`config.mk`:
```
export PLATFORM = sky130hd
export DESIGN_NAME = flag_condition_evaluator
export DESIGN_NICKNAME = d
export VERILOG_FILES = /design/src/hdl/cond_eval_pkg.sv /design/src/hdl/cond_eval_if.sv /design/src/hdl/flag_condition_evaluator.sv /design/src/hdl/condition_test_core.sv
export SDC_FILE = /design/constraint.sdc
export NUM_CORES = 1
export LEC_CHECK = 0
export ABC_AREA = 1
export BUFFER_PORTS_ARGS = -buffer_cell sky130_fd_sc_hd__buf_4
export CORE_UTILIZATION = 35
export DETAILED_ROUTE_END_ITERATION = 10
export PLACE_DENSITY = 0.51
export SETUP_SLACK_MARGIN = 0.02
export SLEW_MARGIN = 20
export SYNTH_ARGS = -nofsm -noshare
export SYNTH_HDL_FRONTEND = slang
export SYNTH_HIERARCHICAL = 1
export SYNTH_SLANG_ARGS = --single-unit
```
`constraint.sdc`:
```
create_clock -name i_clk_sys -period 4.13 [get_ports i_clk_sys]
set_clock_uncertainty 0.05 [all_clocks]
set_input_delay 0.413 -clock i_clk_sys [delete_from_list [all_inputs] [get_ports i_clk_sys]]
set_output_delay 0.413 -clock i_clk_sys [all_outputs]
set_load 0.05 [all_outputs]
```
`src/hdl/cond_eval_pkg.sv`:
```
// shared constants and types for the flag condition evaluator
package cond_eval_pkg;

    // register port geometry
    localparam int REG_AW = 8;                       // register address width
    localparam int REG_DW = 32;                      // register data width

    // register byte offsets
    localparam logic [REG_AW-1:0] OFF_CTRL     = 8'h00; // control
    localparam logic [REG_AW-1:0] OFF_STATUS   = 8'h04; // last evaluation snapshot
    localparam logic [REG_AW-1:0] OFF_EVAL_CNT = 8'h08; // evaluations taken
    localparam logic [REG_AW-1:0] OFF_TRUE_CNT = 8'h0c; // evaluations that came out true

    // control field positions and reset value
    localparam int CTRL_EN_BIT  = 0;                 // evaluator enable
    localparam int CTRL_CLR_BIT = 1;                 // write one to zero both counters
    localparam logic [REG_DW-1:0] CTRL_RST = 32'h0000_0001;

    // status field positions
    localparam int STAT_RESULT_BIT = 0;              // last result
    localparam int STAT_SUB_LSB    = 4;              // last subcode, 4 bits
    localparam int STAT_FLAGS_LSB  = 8;              // last flags, 5 bits
    localparam int STAT_GROUP_LSB  = 16;             // last instruction group, 2 bits

    // counter reset value
    localparam logic [REG_DW-1:0] CNT_RST = 32'h0000_0000;

    // subcode width: sixteen codes 0000 to 1111
    localparam int SUB_W = 4;

    // base test selected by the upper three subcode bits
    typedef enum logic [2:0] {
        BT_OVERFLOW      = 3'b000,                   // overflow set
        BT_CARRY         = 3'b001,                   // unsigned below
        BT_ZERO          = 3'b010,                   // equal
        BT_CARRY_OR_ZERO = 3'b011,                   // unsigned below or equal
        BT_SIGN          = 3'b100,                   // sign set
        BT_PARITY        = 3'b101,                   // parity even
        BT_SIGNED_LESS   = 3'b110,                   // signed less
        BT_SIGNED_LE     = 3'b111                    // signed less or equal
    } base_test_t;

    // instruction groups sharing the evaluator
    typedef enum logic [1:0] {
        GRP_COND_JUMP       = 2'b00,                 // conditional_jump
        GRP_COND_MOVE       = 2'b01,                 // conditional_move
        GRP_FLOAT_COND_MOVE = 2'b10,                 // float_conditional_move
        GRP_COND_BYTE_SET   = 2'b11                  // conditional_byte_set
    } insn_group_t;

    // the five arithmetic status flags of the processor_status_word
    typedef struct packed {
        logic parity_flag;
        logic zero_flag;
        logic sign_flag;
        logic overflow_flag;
        logic carry_flag;
    } status_flags_t;

endpackage : cond_eval_pkg

```
`src/hdl/cond_eval_if.sv`:
```
// carrier between the evaluator top and its condition test core
`timescale 1ns/1ps
interface cond_eval_if;
    import cond_eval_pkg::*;

    logic [SUB_W-1:0] subcode;                       // condition subcode
    status_flags_t    flags;                         // current status flags
    logic             cond_true;                     // test outcome

    modport requester (output subcode, output flags, input cond_true);
    modport evaluator (input subcode, input flags, output cond_true);
endinterface : cond_eval_if

```
`src/hdl/flag_condition_evaluator.sv`:
```
// flag condition evaluator top: registered result and register port
// Function
// - decide only from the five status flags
// - four-bit subcode selects one of sixteen tests
// - one evaluator serves all four instruction groups
// - single-flag tests: overflow, zero, sign, parity
// - 0010 carry set, 0011 carry clear
// - 0110 carry or zero, 0111 its negation
// - 1100 sign xor overflow, 1101 negated
// - 1110 signed less or equal
// - 1111 signed strictly greater
// - unsigned relations use carry and zero
// - signed relations use sign, overflow, zero
// - alias names share one subcode and result
`timescale 1ns/1ps
module flag_condition_evaluator (
    input  wire logic                              i_clk_sys,
    input  wire logic                              i_rst,
    input  wire logic                              i_ce,
    // evaluation request from the decoder
    input  wire logic                              i_eval_valid,
    input  wire logic [cond_eval_pkg::SUB_W-1:0]   i_subcode,
    input  wire cond_eval_pkg::insn_group_t        i_group,
    // flags from the processor_status_word
    input  wire logic                              i_carry_flag,
    input  wire logic                              i_overflow_flag,
    input  wire logic                              i_sign_flag,
    input  wire logic                              i_zero_flag,
    input  wire logic                              i_parity_flag,
    // registered answer
    output logic                                   o_result_valid,
    output logic                                   o_cond_true,
    output cond_eval_pkg::insn_group_t             o_group,
    // register port
    input  wire logic [cond_eval_pkg::REG_AW-1:0]  i_reg_addr,
    input  wire logic [cond_eval_pkg::REG_DW-1:0]  i_reg_wdata,
    input  wire logic                              i_reg_wr,
    input  wire logic                              i_reg_rd,
    output logic [cond_eval_pkg::REG_DW-1:0]       o_reg_rdata
);
    import cond_eval_pkg::*;

    cond_eval_if   core_bus ();                      // link to the test core
    status_flags_t flags_now;                        // flags packed for the core

    logic          enable_r;                         // evaluator enable
    logic          take_eval;                        // request accepted this cycle
    logic          clr_cnt;                          // counter clear strobe

    logic [SUB_W-1:0]  last_sub_r;                   // snapshot of last subcode
    status_flags_t     last_flags_r;                 // snapshot of last flags
    logic              last_result_r;                // snapshot of last result
    insn_group_t       last_group_r;                 // snapshot of last group
    logic [REG_DW-1:0] eval_cnt_r;                   // evaluations taken
    logic [REG_DW-1:0] true_cnt_r;                   // true outcomes
    logic [REG_DW-1:0] rdata_nxt;                    // read mux

    // flags come from same-clock logic, so no synchroniser is needed
    always_comb begin
        flags_now.carry_flag    = i_carry_flag;
        flags_now.overflow_flag = i_overflow_flag;
        flags_now.sign_flag     = i_sign_flag;
        flags_now.zero_flag     = i_zero_flag;
        flags_now.parity_flag   = i_parity_flag;
    end

    // group is not fed to the core: every group sees the same test
    assign core_bus.subcode = i_subcode;
    assign core_bus.flags   = flags_now;

    // shared combinational test; aliases reach it only as the same subcode
    condition_test_core u_core (
        .bus (core_bus.evaluator)
    );

    assign take_eval = i_eval_valid & enable_r;
    assign clr_cnt   = i_reg_wr & (i_reg_addr == OFF_CTRL) & i_reg_wdata[CTRL_CLR_BIT];

    // control register; clear bit is a strobe and is not stored
    always_ff @(posedge i_clk_sys or posedge i_rst) begin
        if (i_rst) begin
            enable_r <= CTRL_RST[CTRL_EN_BIT];
        end else if (i_ce) begin
            if (i_reg_wr && i_reg_addr == OFF_CTRL) begin
                enable_r <= i_reg_wdata[CTRL_EN_BIT];
            end
        end
    end

    // answer one cycle after the request; disabled requests give no pulse
    always_ff @(posedge i_clk_sys or posedge i_rst) begin
        if (i_rst) begin
            o_result_valid <= 1'b0;
            o_cond_true    <= 1'b0;
            o_group        <= GRP_COND_JUMP;
        end else if (i_ce) begin
            o_result_valid <= take_eval;
            if (take_eval) begin
                o_cond_true <= core_bus.cond_true;
                o_group     <= i_group;
            end
        end
    end

    // snapshot of the latest accepted evaluation for software
    always_ff @(posedge i_clk_sys or posedge i_rst) begin
        if (i_rst) begin
            last_sub_r    <= '0;
            last_flags_r  <= '0;
            last_result_r <= 1'b0;
            last_group_r  <= GRP_COND_JUMP;
        end else if (i_ce && take_eval) begin
            last_sub_r    <= i_subcode;
            last_flags_r  <= flags_now;
            last_result_r <= core_bus.cond_true;
            last_group_r  <= i_group;
        end
    end

    // counters wrap; an evaluation in the clear cycle is still counted
    always_ff @(posedge i_clk_sys or posedge i_rst) begin
        if (i_rst) begin
            eval_cnt_r <= CNT_RST;
            true_cnt_r <= CNT_RST;
        end else if (i_ce) begin
            if (clr_cnt) begin
                eval_cnt_r <= take_eval ? 32'h0000_0001 : CNT_RST;
                true_cnt_r <= (take_eval && core_bus.cond_true) ? 32'h0000_0001 : CNT_RST;
            end else if (take_eval) begin
                eval_cnt_r <= eval_cnt_r + 32'h0000_0001;
                if (core_bus.cond_true) begin
                    true_cnt_r <= true_cnt_r + 32'h0000_0001;
                end
            end
        end
    end

    // read decode; unmapped offsets and idle cycles read as zero
    always_comb begin
        rdata_nxt = '0;
        if (!i_reg_rd) begin
            rdata_nxt = '0;
        end else if (i_reg_addr == OFF_CTRL) begin
            rdata_nxt[CTRL_EN_BIT] = enable_r;
        end else if (i_reg_addr == OFF_STATUS) begin
            rdata_nxt[STAT_RESULT_BIT]                  = last_result_r;
            rdata_nxt[STAT_SUB_LSB +: SUB_W]            = last_sub_r;
            rdata_nxt[STAT_FLAGS_LSB +: 5]              = last_flags_r;
            rdata_nxt[STAT_GROUP_LSB +: 2]              = last_group_r;
        end else if (i_reg_addr == OFF_EVAL_CNT) begin
            rdata_nxt = eval_cnt_r;
        end else if (i_reg_addr == OFF_TRUE_CNT) begin
            rdata_nxt = true_cnt_r;
        end else begin
            rdata_nxt = '0;
        end
    end

    // read data stands only in the cycle after the strobe
    always_ff @(posedge i_clk_sys or posedge i_rst) begin
        if (i_rst) begin
            o_reg_rdata <= '0;
        end else if (i_ce) begin
            o_reg_rdata <= rdata_nxt;
        end
    end
endmodule : flag_condition_evaluator

```
`src/hdl/condition_test_core.sv`:
```
// combinational condition test from subcode and status flags
`timescale 1ns/1ps
module condition_test_core (
    cond_eval_if.evaluator bus
);
    import cond_eval_pkg::*;

    base_test_t base_sel;                            // upper three subcode bits
    logic       base_true;                           // outcome of the even code
    logic       sign_ne_ovf;                         // signed less term

    // only flags feed the test, nothing else of the processor
    assign base_sel    = base_test_t'(bus.subcode[SUB_W-1:1]);
    assign sign_ne_ovf = bus.flags.sign_flag ^ bus.flags.overflow_flag;

    // base test per even subcode
    always_comb begin
        case (base_sel)
            BT_OVERFLOW:      base_true = bus.flags.overflow_flag;
            BT_CARRY:         base_true = bus.flags.carry_flag;
            BT_ZERO:          base_true = bus.flags.zero_flag;
            BT_CARRY_OR_ZERO: base_true = bus.flags.carry_flag | bus.flags.zero_flag;
            BT_SIGN:          base_true = bus.flags.sign_flag;
            BT_PARITY:        base_true = bus.flags.parity_flag;
            BT_SIGNED_LESS:   base_true = sign_ne_ovf;
            BT_SIGNED_LE:     base_true = sign_ne_ovf | bus.flags.zero_flag;
            default:          base_true = 1'b0;
        endcase
    end

    // odd codes negate their even partner, which covers 0001 .. 1111
    assign bus.cond_true = base_true ^ bus.subcode[0];
endmodule : condition_test_core

```
==> results of run 1 <==
-- metrics by stage --
step,setup slack (ns),instance area [um2],total power (uW)
2_1_floorplan,0.7664,6690,1500
3_3_place_gp,1.601,7336,1637
3_5_place_dp,1.571,7336,1642
4_1_cts,1.819,7645,2579
5_1_grt,1.658,7645,2686
6_report,1.833,7647,2550
-- layout by cell type (no fill, tap or decap), types with 2 or more instances in the layout --
master | synthesis | routed
xnor2_1 | 4 | 4
or2_2 | 5 | 5
nand4_1 | 31 | 31
inv_2 | 2 | 2
clkinv_8 | 0 | 2
nor2_4 | 3 | 3
inv_6 | 0 | 2
dfrtp_1 | 109 | 109
inv_4 | 1 | 2
a31oi_1 | 2 | 2
inv_8 | 0 | 3
clkbuf_16 | 0 | 9
nand2_1 | 402 | 402
o21ai_0 | 35 | 35
nor3_1 | 5 | 5
o21ai_1 | 3 | 3
nor2_2 | 7 | 7
o31ai_1 | 2 | 2
nand2_4 | 3 | 3
buf_4 | 3 | 70
o22ai_1 | 4 | 4
a21oi_1 | 12 | 12
nand3_2 | 3 | 3
nand3_1 | 91 | 91
o211ai_1 | 5 | 5
xor2_1 | 4 | 4
inv_1 | 80 | 79
nor2_1 | 152 | 152
ha_1 | 2 | 2
-- worst register-to-register path, stage by stage (launching register included) --
cell and delay [ns]:
dfstp_2 0.38, nand3_2 0.06, buf_4 0.28, clkinv_2 0.43
nand2_4 0.38, nand2_4 0.23, inv_4 0.25, o21ai_0 0.12
-- area by class of cell --
class	instances	area (um2)	share of cell area, %
clock inverters	7	83.83	1.096
diodes	1	2.502	0.03272
clock buffers	9	225.2	2.945
flip-flops and latches	110	2754	36.01
inverters	85	325.3	4.254
repair buffers	70	525.5	6.872
multi-input cells	782	3438	44.96
well taps	234	292.8	3.829
-- synthesized netlist by cell type --
library cell	number
nor2b_1	1
dfstp_2	1
nor3_2	1
clkinv_1	1
o21ai_1	3
buf_4	3
o31ai_1	2
nand4_4	1
nand2_1	402
nor2_4	3
ha_1	2
nand3_1	91
nand4_1	31
o2111ai_1	1
dfrtp_1	109
a21oi_1	12
or2_2	5
buf_2	11
a31oi_1	2
o22ai_1	4
inv_4	1
clkinv_2	1
inv_2	2
nor2_1	152
nor2_2	7
nor3_1	5
xnor2_1	4
inv_1	80
xor2_1	4
nand2_4	3
or2_1	1
clkbuf_1	14
nor3b_1	1
nand3_2	3
o211ai_1	5
o21ai_0	35
nor3_4	1
buf_6	4
-- state kept, by name, summed over array words and instances, names as in the netlist --
| register | cells |
|---|---|
| last_sub_r | 4 |
| last_flags_r | 5 |
| o_result_valid | 1 |
| o_cond_true | 1 |
| true_cnt_r | 32 |
| eval_cnt_r | 32 |
| enable_r | 1 |
| o_reg_rdata | 32 |
| o_group | 2 |
-- routing by layer --
layer / GRT usage [%] / part of all wire, %
met5: 0 / 0
met4: 5.957 / 1.7
met3: 4.000 / 4.8
met2: 35.32 / 46
met1: 30.99 / 47
-- worst max path at each step --
stage / start / slack, ns / endpoint / cells after the start
2_1_floorplan: i_rst / 0.77 / eval_cnt_r[0] / 1
3_3_place_gp: i_reg_addr[7] / 1.60 / o_reg_rdata[19] / 10
3_5_place_dp: i_reg_addr[7] / 1.57 / o_reg_rdata[19] / 10
4_1_cts: enable_r / 1.82 / true_cnt_r[8] / 7
5_1_grt: enable_r / 1.66 / true_cnt_r[9] / 8
6_report: enable_r / 1.83 / true_cnt_r[8] / 7
-- power by group --
group / switching (uW) / internal, uW
combinational: 258 / 115
clock: 493 / 439
sequential: 93.0 / 1150
-- kinds of logic after synthesis --
group,after synthesis
flops,110
compound gates,64
fa+ha+maj,2
buf+inv,117
simple gates,708
xor+xnor,8
==> results.json, run 1 <==
{
  "grt_pass1_vias": 6122,
  "ant_nets": 0,
  "slew_violations": 0,
  "yosysSeqAreaShare_pct": 41.16,
  "ys_ff_latch": 110,
  "die_height_um": 140.3,
  "ctsHoldBuffers": 0,
  "synth_compound_area_share_pct": 5.218,
  "cp-start-kind": "register",
  "core-area_um2": 18710,
  "synth_area_leader_cell": "dfrtp_1",
  "cap_violations": 0,
  "fin_crit_sh_pct": 55.62,
  "synthDistinctLibCells": 38,
  "drt_iter0_markers": 434,
  "dieArea_um2": 19670,
  "nNetsFinal": 1117,
  "rsz0062_at_grt": "false",
  "crit_chain": "nand3_2 > buf_4 > clkinv_2 > nand2_4 > nand2_4 > inv_4 > o21ai_0",
  "synth_simple_gate_area_share_pct": 44.75,
  "grt_overflow": 0,
  "whs_ns": 0.1705,
  "drt_wl_total_mm": 20.85,
  "setup-violations-final": 0,
  "htree_levels": 3,
  "synth_top_family_by_area": "simple AND/OR/NAND/NOR gates",
  "grt_pass1_wl_mm": 33.53,
  "syn_area_per_cell_um2": 6.630,
  "syn_area_um2": 6690,
  "period_needed_ns": 2.297,
  "routedWlPerCell_um": 16.06,
  "synth_top_area_share_pct": 40.77,
  "cts_setup_buffers": 0,
  "r2r-start": "enable_r",
  "r2r_end": "true_cnt_r[8]",
  "synthTopCellsByArea": "dfrtp_1, nand2_1, nor2_1",
  "syn2layout_area_growth_pct": 14.31,
  "synthMuxAreaShare_pct": 0,
  "placed_cells": 1281,
  "worstRegToRegCells": 7,
  "tritoncts": "built",
  "path_buf_inv": 3,
  "clkTransAtPathRegs_ns": 0.08,
  "initial_core_util_pct": 35.77,
  "peakVddDrop_v": 0.0001797,
  "tns_ns": 0,
  "yosys_warnings": 6,
  "p_leak_uw": 0.003777,
  "vias_per_cell": 4.971,
  "cp_data_required_time_ns": 4.33,
  "cp_slowest_cell": "clkinv_2",
  "remaining_drc_errors": 0,
  "status": "finished, final reports clean",
  "path_delay_family": "buffers and inverters",
  "n_fill_cell": 1996,
  "firstDrtPassIters": 5,
  "arrival_ns": 2.50,
  "synth_xor_area_share_pct": 1.047,
  "instances_no_fill": 1298,
  "relSlewSlack_pct": 42.62,
  "gp_congestion": 0.8496,
  "cpMostUsedCell": "nand2_4",
  "grt_max_degree": 66,
  "pin_count": 93,
  "ctsRootBufferMaster": "clkbuf_16",
  "p_per_area_nw_per_um2": 333.4,
  "cts_made_buffers": 9,
  "synth_cells": 1009,
  "drive_gt1_share_pct": 10.91,
  "path_class": "register to register",
  "critPathMaxFanout": 24,
  "cts_sinks": 110,
  "regToRegSetupSlack_ns": 1.83,
  "syn_nets": 1068,
  "cts_resized": 0,
  "insertion_delay_ns": 0.37,
  "finalHoldViolations": 0,
  "worst_pin_slew_ns": 0.8607,
  "clockBufferDepth": 2,
  "die_x_um": 140.3,
  "cp-end-kind": "register",
  "port_buffers": 62,
  "vias": 6453,
  "synth_fa_ha_area_share_pct": 0.3740,
  "dp_hpwl_mm": 15.37,
  "holdCritPathClass": "input pin to asynchronous set/reset pin",
  "final_core_util_pct": 40.88,
  "track_usage_pct": 22.23,
  "std_cell_rows": 50,
  "max_stage_delay_ns": 0.42,
  "fmax_mhz": 435.3,
  "grt_antenna_before_repair": 1
}
Power figures use the tool's default switching activity.
==> run 2: changes to the inputs <==
--- a/config.mk
+++ b/config.mk
@@ -5,11 +5,11 @@
 export SDC_FILE = /design/constraint.sdc
 export NUM_CORES = 1
 export LEC_CHECK = 0
-export ABC_AREA = 1
+export ABC_AREA = 0
 export BUFFER_PORTS_ARGS = -buffer_cell sky130_fd_sc_hd__buf_4
 export CORE_UTILIZATION = 35
 export DETAILED_ROUTE_END_ITERATION = 10
-export PLACE_DENSITY = 0.51
+export PLACE_DENSITY = 0.54
 export SETUP_SLACK_MARGIN = 0.02
 export SLEW_MARGIN = 20
 export SYNTH_ARGS = -nofsm -noshare
==> constraint.sdc (replaced) <==
create_clock -name i_clk_sys -period 2 [get_ports i_clk_sys]
set_clock_uncertainty 0.05 [all_clocks]
set_input_delay 0.2 -clock i_clk_sys [delete_from_list [all_inputs] [get_ports i_clk_sys]]
set_output_delay 0.2 -clock i_clk_sys [all_outputs]
set_load 0.05 [all_outputs]
==> run 2 against run 1 <==
Hold slack got worse by 0.14 ns. First-iteration DRC count fell by 20%. Non-clock buffer count rose by 64. Utilization rose by 6.4 points. Die area fell by 17%. Synthesized cell count fell by 45%. Critical path depth rose by 4. Sequential share of layout area rose by 2.0 points. Cell area fell by 5.3%. Flip-flop and latch count did not move. Via count fell by 27%. Largest cell class is now registers. Highest routed layer unchanged.
==> results.json, run 2 <==
{
  "setup-violations-final": 0,
  "p_leak_uw": 0.003339,
  "layout_commonest_cell": "buf_4",
  "firstDrtPassIters": 5,
  "slew_violations": 0,
  "dp_hpwl_mm": 11.17,
  "clockBufferDepth": 2,
  "fmax_mhz": 508.1,
  "drt_wl_total_mm": 15.67,
  "drive_gt1_share_pct": 26.11,
  "synth_flop_cell": "dfrtp_1",
  "synth_cells": 557,
  "synth_commonest_cells": "dfrtp_1, nand2_1, nor2_1, xor2_1, nand3_1",
  "vias_per_cell": 5.274,
  "synthDistinctLibCells": 46,
  "syn_area_um2": 5537,
  "rsz0062_at_grt": "true",
  "layout_common_cells": "buf_4, dfrtp_1, nand2_1",
  "gp_congestion": 0.8235,
  "crit_end": "true_cnt_r[17]",
  "pin_count": 93,
  "remaining_drc_errors": 0,
  "r2r-start": "enable_r",
  "cpMostUsedCell": "o21ai_1",
  "period_needed_ns": 1.968,
  "routedWlPerCell_um": 17.62,
  "regToRegSetupSlack_ns": 0.12,
  "tns_ns": 0,
  "initial_core_util_pct": 36.15,
  "grt_max_degree": 61,
  "syn_area_per_cell_um2": 9.940,
  "track_usage_pct": 19.98,
  "critPathMaxFanout": 6,
  "yosys_warnings": 6,
  "finalHoldViolations": 0,
  "async_flop_share_pct": 100.0,
  "peakVddDrop_v": 0.0004555,
  "vias": 4689,
  "n_fill_cell": 1460,
  "synth_edf_count": 0,
  "path_class": "input pin to register",
  "synth_top_area_share_pct": 49.27,
  "insertion_delay_ns": 0.36,
  "ctsRootBufferMaster": "clkbuf_16",
  "finalPower_uw": 4936,
  "grt_pass1_wl_mm": 24.93,
  "grt_overflow": 0,
  "core-area_um2": 15310,
  "synthTopCellsByArea": "dfrtp_1, xor2_1, o2bb2ai_1",
  "ant_nets": 0,
  "arrival_ns": 2.21,
  "diodes": 0,
  "syn_nets": 616,
  "std_cell_rows": 45,
  "path_delay_family": "simple AND/OR/NAND/NOR gates",
  "yosysSeqAreaShare_pct": 49.74,
  "timing.critical_path.from": "i_subcode[3]",
  "worst_pin_slew_ns": 0.4525,
  "worstRegToRegCells": 6,
  "synth.most_common_cell": "dfrtp_1",
  "clkTransAtPathRegs_ns": 0.07,
  "synth_area_leader_cell": "dfrtp_1",
  "max_stage_delay_ns": 0.47,
  "dieArea_um2": 16330,
  "fin_crit_sh_pct": 98.41,
  "ys_ff_latch": 110,
  "top_regs": "eval_cnt_r (32), o_reg_rdata (32), true_cnt_r (32)",
  "cp-start-kind": "input pin",
  "path_depth": 11,
  "grt_antenna_before_repair": 0,
  "cap_violations": 0,
  "path_buf_inv": 2,
  "cp-end-kind": "register",
  "cp_slowest_cell": "or4_1",
  "r2r_end": "true_cnt_r[17]",
  "holdCritPathClass": "input pin to register",
  "htree_levels": 3,
  "cts_made_buffers": 9,
  "die_x_um": 127.8,
  "cts_sinks": 110,
  "die_height_um": 127.8,
  "cp_data_required_time_ns": 2.24,
  "nNetsFinal": 732,
  "tritoncts": "built",
  "relSlewSlack_pct": 69.72,
  "grt_pass1_vias": 4547,
  "syn2layout_area_growth_pct": 30.87,
  "port_buffers": 62,
  "drt_iter0_markers": 346,
  "status": "finished, final reports clean",
  "crit_chain": "buf_8 > mux2i_1 > o21ai_1 > a221oi_2 > xnor2_1 > nand4_1 > buf_4 > nor2_4 > nand3_2 > or4_1 > o21ai_1",
  "p_per_area_nw_per_um2": 681.3
}
[run 2: changes by cell type after synthesis, sizes merged, moves of 11 or more]
cell	delta
a22oi	+16
and3	+11
inv	-78
nand2	-341
nand2b	+12
nand3	-62
nor2	-98
o21ai	-29
o2bb2ai	+31
o311a	+11
xnor2	+19
xor2	+29
[run 2: logic make-up (layout without fill, tap and decap cells)]
logic type	Yosys count	count (layout)	share of synthesized area, %
mux	7	7	1.514
fa+ha+maj	2	2	0.4519
compound gates	94	94	13.60
simple gates	253	253	23.28
buf+inv	35	156	2.554
xor+xnor	56	56	8.859
flops	110	110	49.74
[run 2: cell type report]
cell class / instances / area, um2 / share of cell area, %
multi-input cells: 412 / 2743 / 37.85
inverters: 6 / 26.28 / 0.3626
clock buffers: 10 / 229.0 / 3.160
repair buffers: 134 / 1072 / 14.80
flip-flops and latches: 110 / 2754 / 38.01
clock inverters: 6 / 157.7 / 2.176
well taps: 211 / 264.0 / 3.644
[run 2: report_power, final]
part,internal (uW),switching [uW],total [uW]
sequential,2260,25.0,2280
clock,1480,847,2330
combinational,134,197,331
total,3870,1070,4940
[run 2: per-layer routing]
metal / global-route usage (%) / share of wire (%) / wire [um] / vias to the layer above
met5: 0 / 0 / 0 / -
met4: 5.606 / 1.7 / 259 / 0
met2: 32.23 / 47 / 7359 / 123
li1: - / - / - / 2228
met3: 3.965 / 4.8 / 754 / 16
met1: 27.27 / 47 / 7295 / 2322
[run 2: worst min-delay path: stages]
cell,delay (ns)
buf_8,0.08
nand2_1,0.06
nand2_1,0.05
[run 2: timing repair]
item	in CTS	in global routing
endpoints found under the hold margin	15	0
pin swaps	2	9
endpoints found under the setup margin	3	26
hold buffers	4	0
gates cloned	0	1
setup buffers	0	4
gates resized for setup	2	22
[run 2: worst min path at each step]
stage,cells past startpoint,slack [ns],end,startpoint
detailed placement,2,0.18,o_reg_rdata[10],i_rst
global route,2,0.02,enable_r,i_reg_wdata[0]
global placement,2,0.17,o_reg_rdata[10],i_rst
floorplan,2,0.26,last_flags_r[0],i_carry_flag
CTS,2,0.02,enable_r,i_reg_wdata[0]
finish,3,0.03,last_sub_r[3],i_subcode[3]
[run 2: stage by stage]
| stage | area, um2 | util [%] | hold WS, ns | setup WS, ns | instances |
|---|---|---|---|---|---|
| final | 7246 | 47.31 | 0.02593 | 0.03187 | 889 |
| after global routing | 7246 | 47.31 | 0.02032 | -0.09121 | 889 |
| after CTS | 7113 | 46.45 | 0.01503 | 0.03125 | 884 |
| after detailed placement | 6674 | 43.58 | 0.1776 | -0.3173 | 864 |
| after global placement | 6674 | 43.58 | 0.1666 | -0.2441 | 864 |
| after floorplan | 5553 | - | 0.2554 | -0.03174 | 557 |
